==> config.mk <==
export PLATFORM = sky130hd
export DESIGN_NAME = isb_status_bank
export DESIGN_NICKNAME = d
export VERILOG_FILES = /design/src/isb_pkg.sv /design/src/isb_flag_if.sv /design/src/isb_flag_cell.sv /design/src/isb_status_bank.sv
export VERILOG_INCLUDE_DIRS = /design/src
export SDC_FILE = /design/constraint.sdc
export NUM_CORES = 1
export LEC_CHECK = 0
export BUFFER_PORTS_ARGS = -buffer_cell sky130_fd_sc_hd__buf_2
export CAP_MARGIN = 30
export CORE_AREA = 2 2 101 103
export DETAILED_ROUTE_END_ITERATION = 8
export DIE_AREA = 0 0 103 105
export GPL_ROUTABILITY_DRIVEN = 0
export MAX_ROUTING_LAYER = met4
export PLACE_DENSITY = 0.73
export SLEW_MARGIN = 20
export SYNTH_ARGS = -nofsm -noshare
export SYNTH_HDL_FRONTEND = slang
export SYNTH_HIERARCHICAL = 1
export SYNTH_SLANG_ARGS = --single-unit
export TNS_END_PERCENT = 20
==> constraint.sdc <==
create_clock -name CLOCK -period 4.4 [get_ports CLOCK]
set_input_delay 0.66 -clock CLOCK [delete_from_list [all_inputs] [get_ports CLOCK]]
set_output_delay 0.66 -clock CLOCK [all_outputs]
set_load 0.1 [all_outputs]
==> src/isb_consts.svh <==
// Constants for the interrupt status bank: offsets, field positions, limits
`ifndef ISB_CONSTS_SVH
`define ISB_CONSTS_SVH

// Register byte offsets on the host bus
`define ISB_STATUS_OFFSET    8'h58
`define ISB_BYTE_TEST_OFFSET 8'h64

// Flag positions within the status word
`define ISB_BIT_SOFTWARE     31
`define ISB_BIT_TX_HALTED    25
`define ISB_BIT_RX_HALTED    24
`define ISB_BIT_DROP_MID     23
`define ISB_BIT_TX_DONE      21
`define ISB_BIT_RX_COUNT     20
`define ISB_BIT_TIMER        19
`define ISB_BIT_LINE_EVENT   18
`define ISB_BIT_POWER        17
`define ISB_BIT_TX_RES_OVF   16
`define ISB_BIT_OVERSIZE     15
`define ISB_BIT_RX_FAULT     14
`define ISB_BIT_TX_FAULT     13
`define ISB_BIT_TX_OVERRUN   10
`define ISB_BIT_TX_SPACE     9
`define ISB_BIT_TX_RES_FULL  8
`define ISB_BIT_TX_RES_LEVEL 7
`define ISB_BIT_FRAME_DROP   6
`define ISB_BIT_RX_RES_FULL  4
`define ISB_BIT_RX_RES_LEVEL 3
`define ISB_BIT_PINS_HI      2
`define ISB_BIT_PINS_LO      0

// Reserved positions, the mirrored position and the status reset value
`define ISB_RESERVED_MASK    32'h7C40_1820
`define ISB_MIRROR_MASK      32'h0004_0000
`define ISB_POWER_MASK       32'h0002_0000
`define ISB_STATUS_RESET     32'h0000_0000
`define ISB_WORD_ZERO        32'h0000_0000

// Event limits
`define ISB_OVERSIZE_LIMIT   16'h0800
`define ISB_TIMER_WRAP       16'hFFFF
`define ISB_TIMER_ZERO       16'h0000
`define ISB_DROP_MSB         31

`endif

==> src/isb_pkg.sv <==
// Types shared by the interrupt status bank modules
`default_nettype none
package isb_pkg;

  // One status word
  typedef logic [31:0] isb_word_t;

  // State of the flag storage cell
  typedef struct packed {
    isb_word_t flag;
  } isb_cell_t;

  // State of the bank's control logic
  typedef struct packed {
    logic      prev_write;
    logic      prev_tx_halt;
    logic      prev_rx_halt;
    logic      prev_drop_msb;
    logic      prev_timer_zero;
    logic      prev_tx_space;
    logic      prev_tx_full;
    logic      prev_rx_full;
    logic      prev_tx_level;
    logic      prev_rx_level;
    logic      wake;
    logic      read_active;
    isb_word_t read_data;
  } isb_ctl_t;

endpackage : isb_pkg
`default_nettype wire

==> src/isb_flag_if.sv <==
// Set, clear and flag vectors between the bank control and its flag storage
`timescale 1ns/1ps
`default_nettype none
interface isb_flag_if;
  // Hardware set requests, one per bit
  logic [31:0] set;
  // Host write-one clear requests, one per bit
  logic [31:0] clear;
  // Stored flags
  logic [31:0] flag;
  // Storage side
  modport bank (input set, input clear, output flag);
  // Control side
  modport ctrl (output set, output clear, input flag);
endinterface : isb_flag_if
`default_nettype wire

==> src/isb_flag_cell.sv <==
// Sticky flag storage: set wins over clear, reserved bits zero, mirror bits follow
`timescale 1ns/1ps
`default_nettype none
`include "isb_consts.svh"
module isb_flag_cell #(
  parameter logic [31:0] RESERVED = `ISB_RESERVED_MASK,
  parameter logic [31:0] MIRROR   = `ISB_MIRROR_MASK
) (
  input wire logic clock,
  input wire logic arst_n,
  isb_flag_if.bank fl
);

  // Registered state and its next value
  isb_pkg::isb_cell_t state;
  isb_pkg::isb_cell_t next_state;
  // Per-bit next flag
  logic [31:0]        next_flag;

  // Per-bit update rule
  genvar i;
  generate
    for (i = 0; i < 32; i++) begin : g_bit
      if (RESERVED[i]) begin : g_res
        assign next_flag[i] = 1'b0;
      end else if (MIRROR[i]) begin : g_mir
        assign next_flag[i] = fl.set[i];
      end else begin : g_sticky
        assign next_flag[i] = fl.set[i] | (state.flag[i] & ~fl.clear[i]);
      end
    end
  endgenerate

  // Next state
  always_comb begin
    next_state      = state;
    next_state.flag = next_flag;
  end

  // State register
  always_ff @(posedge clock or negedge arst_n) begin
    if (!arst_n) begin
      state.flag <= `ISB_STATUS_RESET;
    end else begin
      state <= next_state;
    end
  end

  // Stored flags out
  assign fl.flag = state.flag;

endmodule : isb_flag_cell
`default_nettype wire

==> src/isb_status_bank.sv <==
// Interrupt status bank: event capture, host read and write-one clear
`timescale 1ns/1ps
`default_nettype none
`include "isb_consts.svh"

// Behaviour
// - Host writing one clears flag
// - Software flag set while its enable high
// - Transmit halted flag on stop and halt
// - Receive halted flag when receiver halts
// - Drop counter midpoint crossing sets flag
// - Marked buffer loaded sets completion flag
// - Receive word countdown reaching end sets flag
// - Timer wrap zero to FFFF sets flag
// - Line event bit mirrors, ignores writes
// - Power event flag independent of pin
// - Only byte test write wakes device
// - Result FIFO overflow sets flag
// - Packet over 2048 bytes sets flag
// - Receiver fault sets flag
// - Transmitter fault sets flag
// - Write into full payload FIFO flags
// - Free space above threshold sets flag
// - Result FIFO full sets flags
// - Result FIFO level above threshold sets flags
// - Every dropped frame sets flag
// - Three pin events latched, reset zero
// - Power event skips holdoff interval
// - Flags record events regardless of enable
// - Master interrupt on any enabled flag
module isb_status_bank #(
  parameter int ADDR_W  = 8,   // Host address width, byte address
  parameter int LEN_W   = 16,  // Received packet length width
  parameter int COUNT_W = 12,  // Receive word countdown width
  parameter int LEVEL_W = 8    // FIFO level and threshold width
) (
  input  wire logic               CLOCK,
  input  wire logic               ARST_N,
  // Host bus
  // Active-low level strobes, write taken once
  input  wire logic               CS_N,
  input  wire logic               RD_N,
  input  wire logic               WR_N,
  input  wire logic [ADDR_W-1:0]  ADDR,
  input  wire logic [31:0]        DATA_IN,
  output logic      [31:0]        DATA_OUT,
  output logic                    DATA_OE,
  // Enable mask from the enable register
  // Gates interrupt lines; bit 31 also sets the software flag
  input  wire logic [31:0]        INT_ENABLE,
  // Transmit path
  // Pulses one cycle wide, levels may stay high
  input  wire logic               STOP_TX_REQUEST,
  input  wire logic               TX_HALTED,
  input  wire logic               TX_BUFFER_LOADED,
  input  wire logic               COMPLETION_NOTIFY_MARKER,
  input  wire logic               TX_FAULT,
  input  wire logic               TX_PAYLOAD_WRITE,
  input  wire logic               TX_PAYLOAD_FULL,
  input  wire logic [LEVEL_W-1:0] TX_FREE_BLOCKS,
  input  wire logic [LEVEL_W-1:0] TX_SPACE_THRESHOLD,
  input  wire logic               TX_RESULT_OVERFLOW,
  input  wire logic               TX_RESULT_FULL,
  input  wire logic [LEVEL_W-1:0] TX_RESULT_USED,
  input  wire logic [LEVEL_W-1:0] TX_RESULT_THRESHOLD,
  // Receive path
  // Length and countdown qualify their pulses
  input  wire logic               RX_HALTED,
  input  wire logic [31:0]        DROP_COUNT,
  input  wire logic               FRAME_DROPPED,
  input  wire logic               RX_FAULT,
  input  wire logic               RX_PACKET_END,
  input  wire logic [LEN_W-1:0]   RX_PACKET_LENGTH,
  input  wire logic               RX_WORD_READ,
  input  wire logic [COUNT_W-1:0] RECEIVE_WORD_COUNTDOWN,
  input  wire logic               RX_RESULT_FULL,
  input  wire logic [LEVEL_W-1:0] RX_RESULT_USED,
  input  wire logic [LEVEL_W-1:0] RX_RESULT_THRESHOLD,
  // Other sources
  // Line event is a level, mirrored
  input  wire logic [15:0]        TIMER_COUNT,
  input  wire logic               LINE_INTERFACE_EVENT,
  input  wire logic               POWER_EVENT,
  input  wire logic [2:0]         GENERAL_PIN_EVENTS,
  // Interrupt and wake outputs
  // Holdoff timer and wake logic sit outside
  output logic                    MASTER_IRQ,
  output logic                    HOLDOFF_IRQ,
  output logic                    BYPASS_IRQ,
  output logic                    WAKE
);

  // Elaboration checks
  // Decode compares eight address bits
  // Length must exceed the oversize limit
  // Levels are plain unsigned compares
  // Wider than sixteen bits buys nothing
  generate
    if (ADDR_W < 8) begin : g_chk_addr
      $error("ADDR_W must reach the status offset");
    end
    if (LEN_W < 13) begin : g_chk_len
      $error("LEN_W must hold lengths above the oversize limit");
    end
    if (COUNT_W < 1 || COUNT_W > 16) begin : g_chk_count
      $error("COUNT_W must be 1 to 16");
    end
    if (LEVEL_W < 1 || LEVEL_W > 16) begin : g_chk_level
      $error("LEVEL_W must be 1 to 16");
    end
  endgenerate

  // Widened comparison constants
  // Sized to the ports they meet
  localparam logic [LEN_W-1:0]   OVERSIZE = LEN_W'(`ISB_OVERSIZE_LIMIT);
  localparam logic [COUNT_W-1:0] LAST_ONE = COUNT_W'(1);

  // Control state and its next value
  // Edge history lives here
  // History resets to each source's idle level
  // So no false edge follows reset
  // Read data and wake are registered too
  isb_pkg::isb_ctl_t state;
  isb_pkg::isb_ctl_t next_state;

  // Link to flag storage
  // Storage keeps the sticky bits
  isb_flag_if fl ();

  // Decoded host cycle
  // Combinational from the live bus pins
  logic write_active;          // Host write strobe held
  logic write_take;            // First cycle of a write
  logic read_active;           // Host read strobe held
  logic hit_status;            // Address selects the status word
  logic hit_byte_test;         // Address selects the byte test word

  // Source conditions, one per flag
  // Named to keep the set vector readable
  logic tx_halt_now;           // Stop requested and halted
  logic timer_zero_now;        // Timer sits at zero
  logic tx_space_now;          // Free space above threshold
  logic tx_level_now;          // Transmit results above level
  logic rx_level_now;          // Receive results above level
  logic [31:0] set_vec;        // Set requests to storage
  logic [31:0] clear_vec;      // Clear requests to storage
  logic [31:0] active;         // Flags gated by enable

  // Host strobe decode
  // Held write strobe clears only once
  // Take qualifies on the first strobe cycle
  // Host raises the strobe between writes
  // Reads taken on every strobed edge
  always_comb begin
    write_active  = !CS_N && !WR_N;
    read_active   = !CS_N && !RD_N;
    write_take    = write_active && !state.prev_write;
    hit_status    = (ADDR[7:0] == `ISB_STATUS_OFFSET);
    hit_byte_test = (ADDR[7:0] == `ISB_BYTE_TEST_OFFSET);
  end

  // Level and threshold conditions
  // Strictly greater than the threshold
  // Equal level does not count
  // Levels here, rising edges below
  // So a host clear sticks while true
  always_comb begin
    tx_halt_now    = STOP_TX_REQUEST && TX_HALTED;
    timer_zero_now = (TIMER_COUNT == `ISB_TIMER_ZERO);
    tx_space_now   = (TX_FREE_BLOCKS > TX_SPACE_THRESHOLD);
    tx_level_now   = (TX_RESULT_USED > TX_RESULT_THRESHOLD);
    rx_level_now   = (RX_RESULT_USED > RX_RESULT_THRESHOLD);
  end

  // Set requests; flags record events whatever the enables say
  // Pulse sources set on every high cycle
  // Level sources set when they become true
  // Software flag set while enabled
  // So its clear does not stick then
  // Fields qualify oversize and countdown
  always_comb begin
    set_vec = `ISB_WORD_ZERO;
    set_vec[`ISB_BIT_SOFTWARE] = INT_ENABLE[`ISB_BIT_SOFTWARE];
    set_vec[`ISB_BIT_TX_HALTED] = tx_halt_now && !state.prev_tx_halt;
    set_vec[`ISB_BIT_RX_HALTED] = RX_HALTED && !state.prev_rx_halt;
    set_vec[`ISB_BIT_DROP_MID] = DROP_COUNT[`ISB_DROP_MSB]
                                 && !state.prev_drop_msb;
    set_vec[`ISB_BIT_TX_DONE] = TX_BUFFER_LOADED && COMPLETION_NOTIFY_MARKER;
    set_vec[`ISB_BIT_RX_COUNT] = RX_WORD_READ
                                 && (RECEIVE_WORD_COUNTDOWN == LAST_ONE);
    set_vec[`ISB_BIT_TIMER] = state.prev_timer_zero
                              && (TIMER_COUNT == `ISB_TIMER_WRAP);
    set_vec[`ISB_BIT_LINE_EVENT] = LINE_INTERFACE_EVENT;
    set_vec[`ISB_BIT_POWER] = POWER_EVENT;
    set_vec[`ISB_BIT_TX_RES_OVF] = TX_RESULT_OVERFLOW;
    set_vec[`ISB_BIT_OVERSIZE] = RX_PACKET_END
                                 && (RX_PACKET_LENGTH > OVERSIZE);
    set_vec[`ISB_BIT_RX_FAULT] = RX_FAULT;
    set_vec[`ISB_BIT_TX_FAULT] = TX_FAULT;
    set_vec[`ISB_BIT_TX_OVERRUN] = TX_PAYLOAD_WRITE && TX_PAYLOAD_FULL;
    set_vec[`ISB_BIT_TX_SPACE] = tx_space_now && !state.prev_tx_space;
    set_vec[`ISB_BIT_TX_RES_FULL] = TX_RESULT_FULL && !state.prev_tx_full;
    set_vec[`ISB_BIT_RX_RES_FULL] = RX_RESULT_FULL && !state.prev_rx_full;
    set_vec[`ISB_BIT_TX_RES_LEVEL] = tx_level_now && !state.prev_tx_level;
    set_vec[`ISB_BIT_RX_RES_LEVEL] = rx_level_now && !state.prev_rx_level;
    set_vec[`ISB_BIT_FRAME_DROP] = FRAME_DROPPED;
    set_vec[`ISB_BIT_PINS_HI:`ISB_BIT_PINS_LO] = GENERAL_PIN_EVENTS;
  end

  // Host write-one clears on the status word
  // Only the take cycle clears
  // Other offsets never reach storage
  // A same-cycle set still wins
  always_comb begin
    if (write_take && hit_status) begin
      clear_vec = DATA_IN;
    end else begin
      clear_vec = `ISB_WORD_ZERO;
    end
  end

  // Drive the storage link
  // Set and clear meet in storage
  assign fl.set   = set_vec;
  assign fl.clear = clear_vec;

  // Sticky flag storage
  // Reserved and mirror maps fixed at build
  // Storage needs no register map
  isb_flag_cell #(
    .RESERVED (`ISB_RESERVED_MASK),
    .MIRROR   (`ISB_MIRROR_MASK)
  ) u_cell (
    .clock  (CLOCK),
    .arst_n (ARST_N),
    .fl     (fl.bank)
  );

  // Next control state
  // Wake pulse lasts one cycle
  // Raised only by a byte test write take
  // Read data captured on each read cycle
  // Held until the next read
  // Other offsets read back as zero
  always_comb begin
    next_state                 = state;
    // Edge detector history
    next_state.prev_write      = write_active;
    next_state.prev_tx_halt    = tx_halt_now;
    next_state.prev_rx_halt    = RX_HALTED;
    next_state.prev_drop_msb   = DROP_COUNT[`ISB_DROP_MSB];
    next_state.prev_timer_zero = timer_zero_now;
    next_state.prev_tx_space   = tx_space_now;
    next_state.prev_tx_full    = TX_RESULT_FULL;
    next_state.prev_rx_full    = RX_RESULT_FULL;
    next_state.prev_tx_level   = tx_level_now;
    next_state.prev_rx_level   = rx_level_now;
    next_state.wake            = write_take && hit_byte_test;
    next_state.read_active     = read_active;
    // Read data register
    if (read_active && hit_status) begin
      next_state.read_data = fl.flag & ~`ISB_RESERVED_MASK;
    end else if (read_active) begin
      // Other offsets are not served here
      next_state.read_data = `ISB_WORD_ZERO;
    end else begin
      // Hold the last word between reads
      next_state.read_data = state.read_data;
    end
  end

  // Control state register
  // Reset values are constants only
  // History clears to source idle level
  always_ff @(posedge CLOCK or negedge ARST_N) begin
    if (!ARST_N) begin
      state.prev_write      <= 1'b0;
      state.prev_tx_halt    <= 1'b0;
      state.prev_rx_halt    <= 1'b0;
      state.prev_drop_msb   <= 1'b0;
      state.prev_timer_zero <= 1'b0;
      state.prev_tx_space   <= 1'b0;
      state.prev_tx_full    <= 1'b0;
      state.prev_rx_full    <= 1'b0;
      state.prev_tx_level   <= 1'b0;
      state.prev_rx_level   <= 1'b0;
      state.wake            <= 1'b0;
      state.read_active     <= 1'b0;
      state.read_data       <= `ISB_WORD_ZERO;
    end else begin
      state <= next_state;
    end
  end

  // Interrupt outputs
  // Combinational from flags and enables
  // Follows a clear on its taking edge
  // Power flag on its own line
  // Holdoff timer must not delay it
  // Other enabled flags go through holdoff
  always_comb begin
    active      = fl.flag & INT_ENABLE;
    MASTER_IRQ  = |active;
    BYPASS_IRQ  = |(active & `ISB_POWER_MASK);
    HOLDOFF_IRQ = |(active & ~`ISB_POWER_MASK);
  end

  // Host data pins and wake pulse
  // Enable needs registered and live strobe
  // Pins released when the host lets go
  // Wake from a flop, free of glitches
  assign DATA_OUT = state.read_data;
  assign DATA_OE  = state.read_active && read_active;
  assign WAKE     = state.wake;

endmodule : isb_status_bank
`default_nettype wire

==> flow_summary.toml <==
[run_status]
status = "complete, no violations"

[clocking]
cts_resized = 0
clock-sinks = 58
cts_tree = "yes"
numCtsBuffers = 9
cts_hold_buffers = 0
cts_setup_buffers = 0
clk_latency_ns = 0.33
cts_buffer_depth = 2
cts_max_level = 3
clk_transition_reported_paths_ns = 0.07
cts-root-buf = "clkbuf_8"

[job]
maxCapViolCount = 0

[setup_path]
max_stage_delay_ns = 0.47
path_cells = "buf_2 > a222oi_1 > nand3_1 > nor3_1 > nand3b_1 > buf_2"
cp-end-kind = "output pin"
start_kind = "primary input"
path_buf_inv = 2
required_ns = 3.74
path_class = "primary input to output pin"
slowest_stage = "a222oi_1"
cp_top_family = "simple AND/OR/NAND/NOR gates"
path_common_cell = "buf_2"
worstPathArrival_ns = 2.13
critPathMaxFanout = 2

[timing]
grt_setup_unrepaired = "false"
tns_ns = 0
max_freq_mhz = 358.7
finalSetupViolations = 0
slew_violations = 0
tightest_slew_ns = 0.7284
worst_slack_ns = 1.612
skew_ns = 0.004643
slew_headroom = 0.5144
fin_crit_ns = 2.788
hold_viol_final = 0
period_share = 0.6336

[global_route]
grt_overflow = 0
use_met2 = 0.3038
grt_max_degree = 59
grt_pass1_wl_um = 14350
grt_pass1_vias = 3161
antenna_found_initial = 0
grt_use_total = 0.1755
use_met3 = 0.05217
use_met1 = 0.1930
grt_busiest_layer = "met2"

[final_layout]
area_growth_pct = 33.85
final_common_cell = "buf_2"
n_antenna_cell = 0
layout_common_cells = "buf_2, dfrtp_1, inv_1, and2_1, a21o_1"
final_nets = 782
drive_gt1_frac = 0.4244

[floorplan]
row_count = 36
start_util = 0.3573
core_area_sq_mm = 0.009639
io-pin-count = 258
die-area_sq_mm = 0.01082
die-width_um = 103
fp.dieH_um = 105

[synthesis]
ys_warn_count = 6
syn_area_per_cell_sq_um = 9.842
synth_area_sq_mm = 0.003445
syn_inst = 350

[route]
vias_per_cell = 4.764
drt_iter0_markers = 99
vias = 3216
route.detailed.drc = 0
wire_per_inst_um = 13.72
drt_wl_total_um = 9264
dr.pass1.iters = 6
ant_nets = 0

[power_and_ir_drop]
p_leak_nw = 2.432
power_density_mw_per_mm2 = 285.2
vdd_ir_drop_max_v = 0.0001277

[placed_design]
post-place-ws_ns = 1.572
numPortBuffers = 207
place_hpwl_um = 7421

[worst_hold_path]
min_path_type = "primary input to flip-flop"
-- state kept, by name, summed over array words and instances (netlist names) --
name / flops
DATA_OUT: 23
u_cell/fl.flag: 23
WAKE: 1
state: 11
-- power breakdown --
group          total (mW)  internal [mW]  switching, mW
Combinational       0.215         0.0924          0.123
Clock               0.556          0.335          0.221
Sequential          0.544          0.541        0.00273
-- layout make-up --
class	count	area, sq um
tap	133	166.4
multi-input combinational	212	1538
timing repair buffer	209	1051
sequential	58	1451
clock inverter	6	90.09
fill	964	5029
clock buffer	10	137.6
inverter	47	176.4
-- per-layer routing --
layer / part of all wire / up-vias
li1: - / 1545
met1: 0.39 / 1517
met2: 0.52 / 137
met3: 0.069 / 17
met4: 0.016 / 0
met5: 0 / -
-- worst paths after layout --
check | startpoint | cells past startpoint | slack, ns | endpoint
worst max-delay path | INT_ENABLE[19] | 6 | 1.61 | MASTER_IRQ
worst min-delay path | LINE_INTERFACE_EVENT | 1 | 0.43 | u_cell/fl.flag[18]$_DFF_PN0_
worst max register to register | state[43]$_DFF_PN0_ | 5 | 2.52 | u_cell/fl.flag[6]$_DFF_PN0_
worst min register to register | u_cell/fl.flag[18]$_DFF_PN0_ | 1 | 0.49 | DATA_OUT[18]$_DFFE_PN0P_
max in group asynchronous | ARST_N | 2 | 3.45 | u_cell/fl.flag[20]$_DFF_PN0_
min in group asynchronous | ARST_N | 2 | 0.46 | DATA_OUT[31]$_DFFE_PN0P_
-- through the flow --
stage	power, mW	hold WS, ns	area [sq um]	util	cells
after floorplan	0.6734	0.3644	3505	-	366
after global placement	0.7619	0.4739	4383	0.4547	659
after detailed placement	0.7704	0.4764	4383	0.4547	659
after CTS	1.336	0.4100	4611	0.4783	675
after global routing	1.384	0.4002	4611	0.4783	675
final	1.315	0.4328	4611	0.4783	675
(Power assumes the default switching activity.)
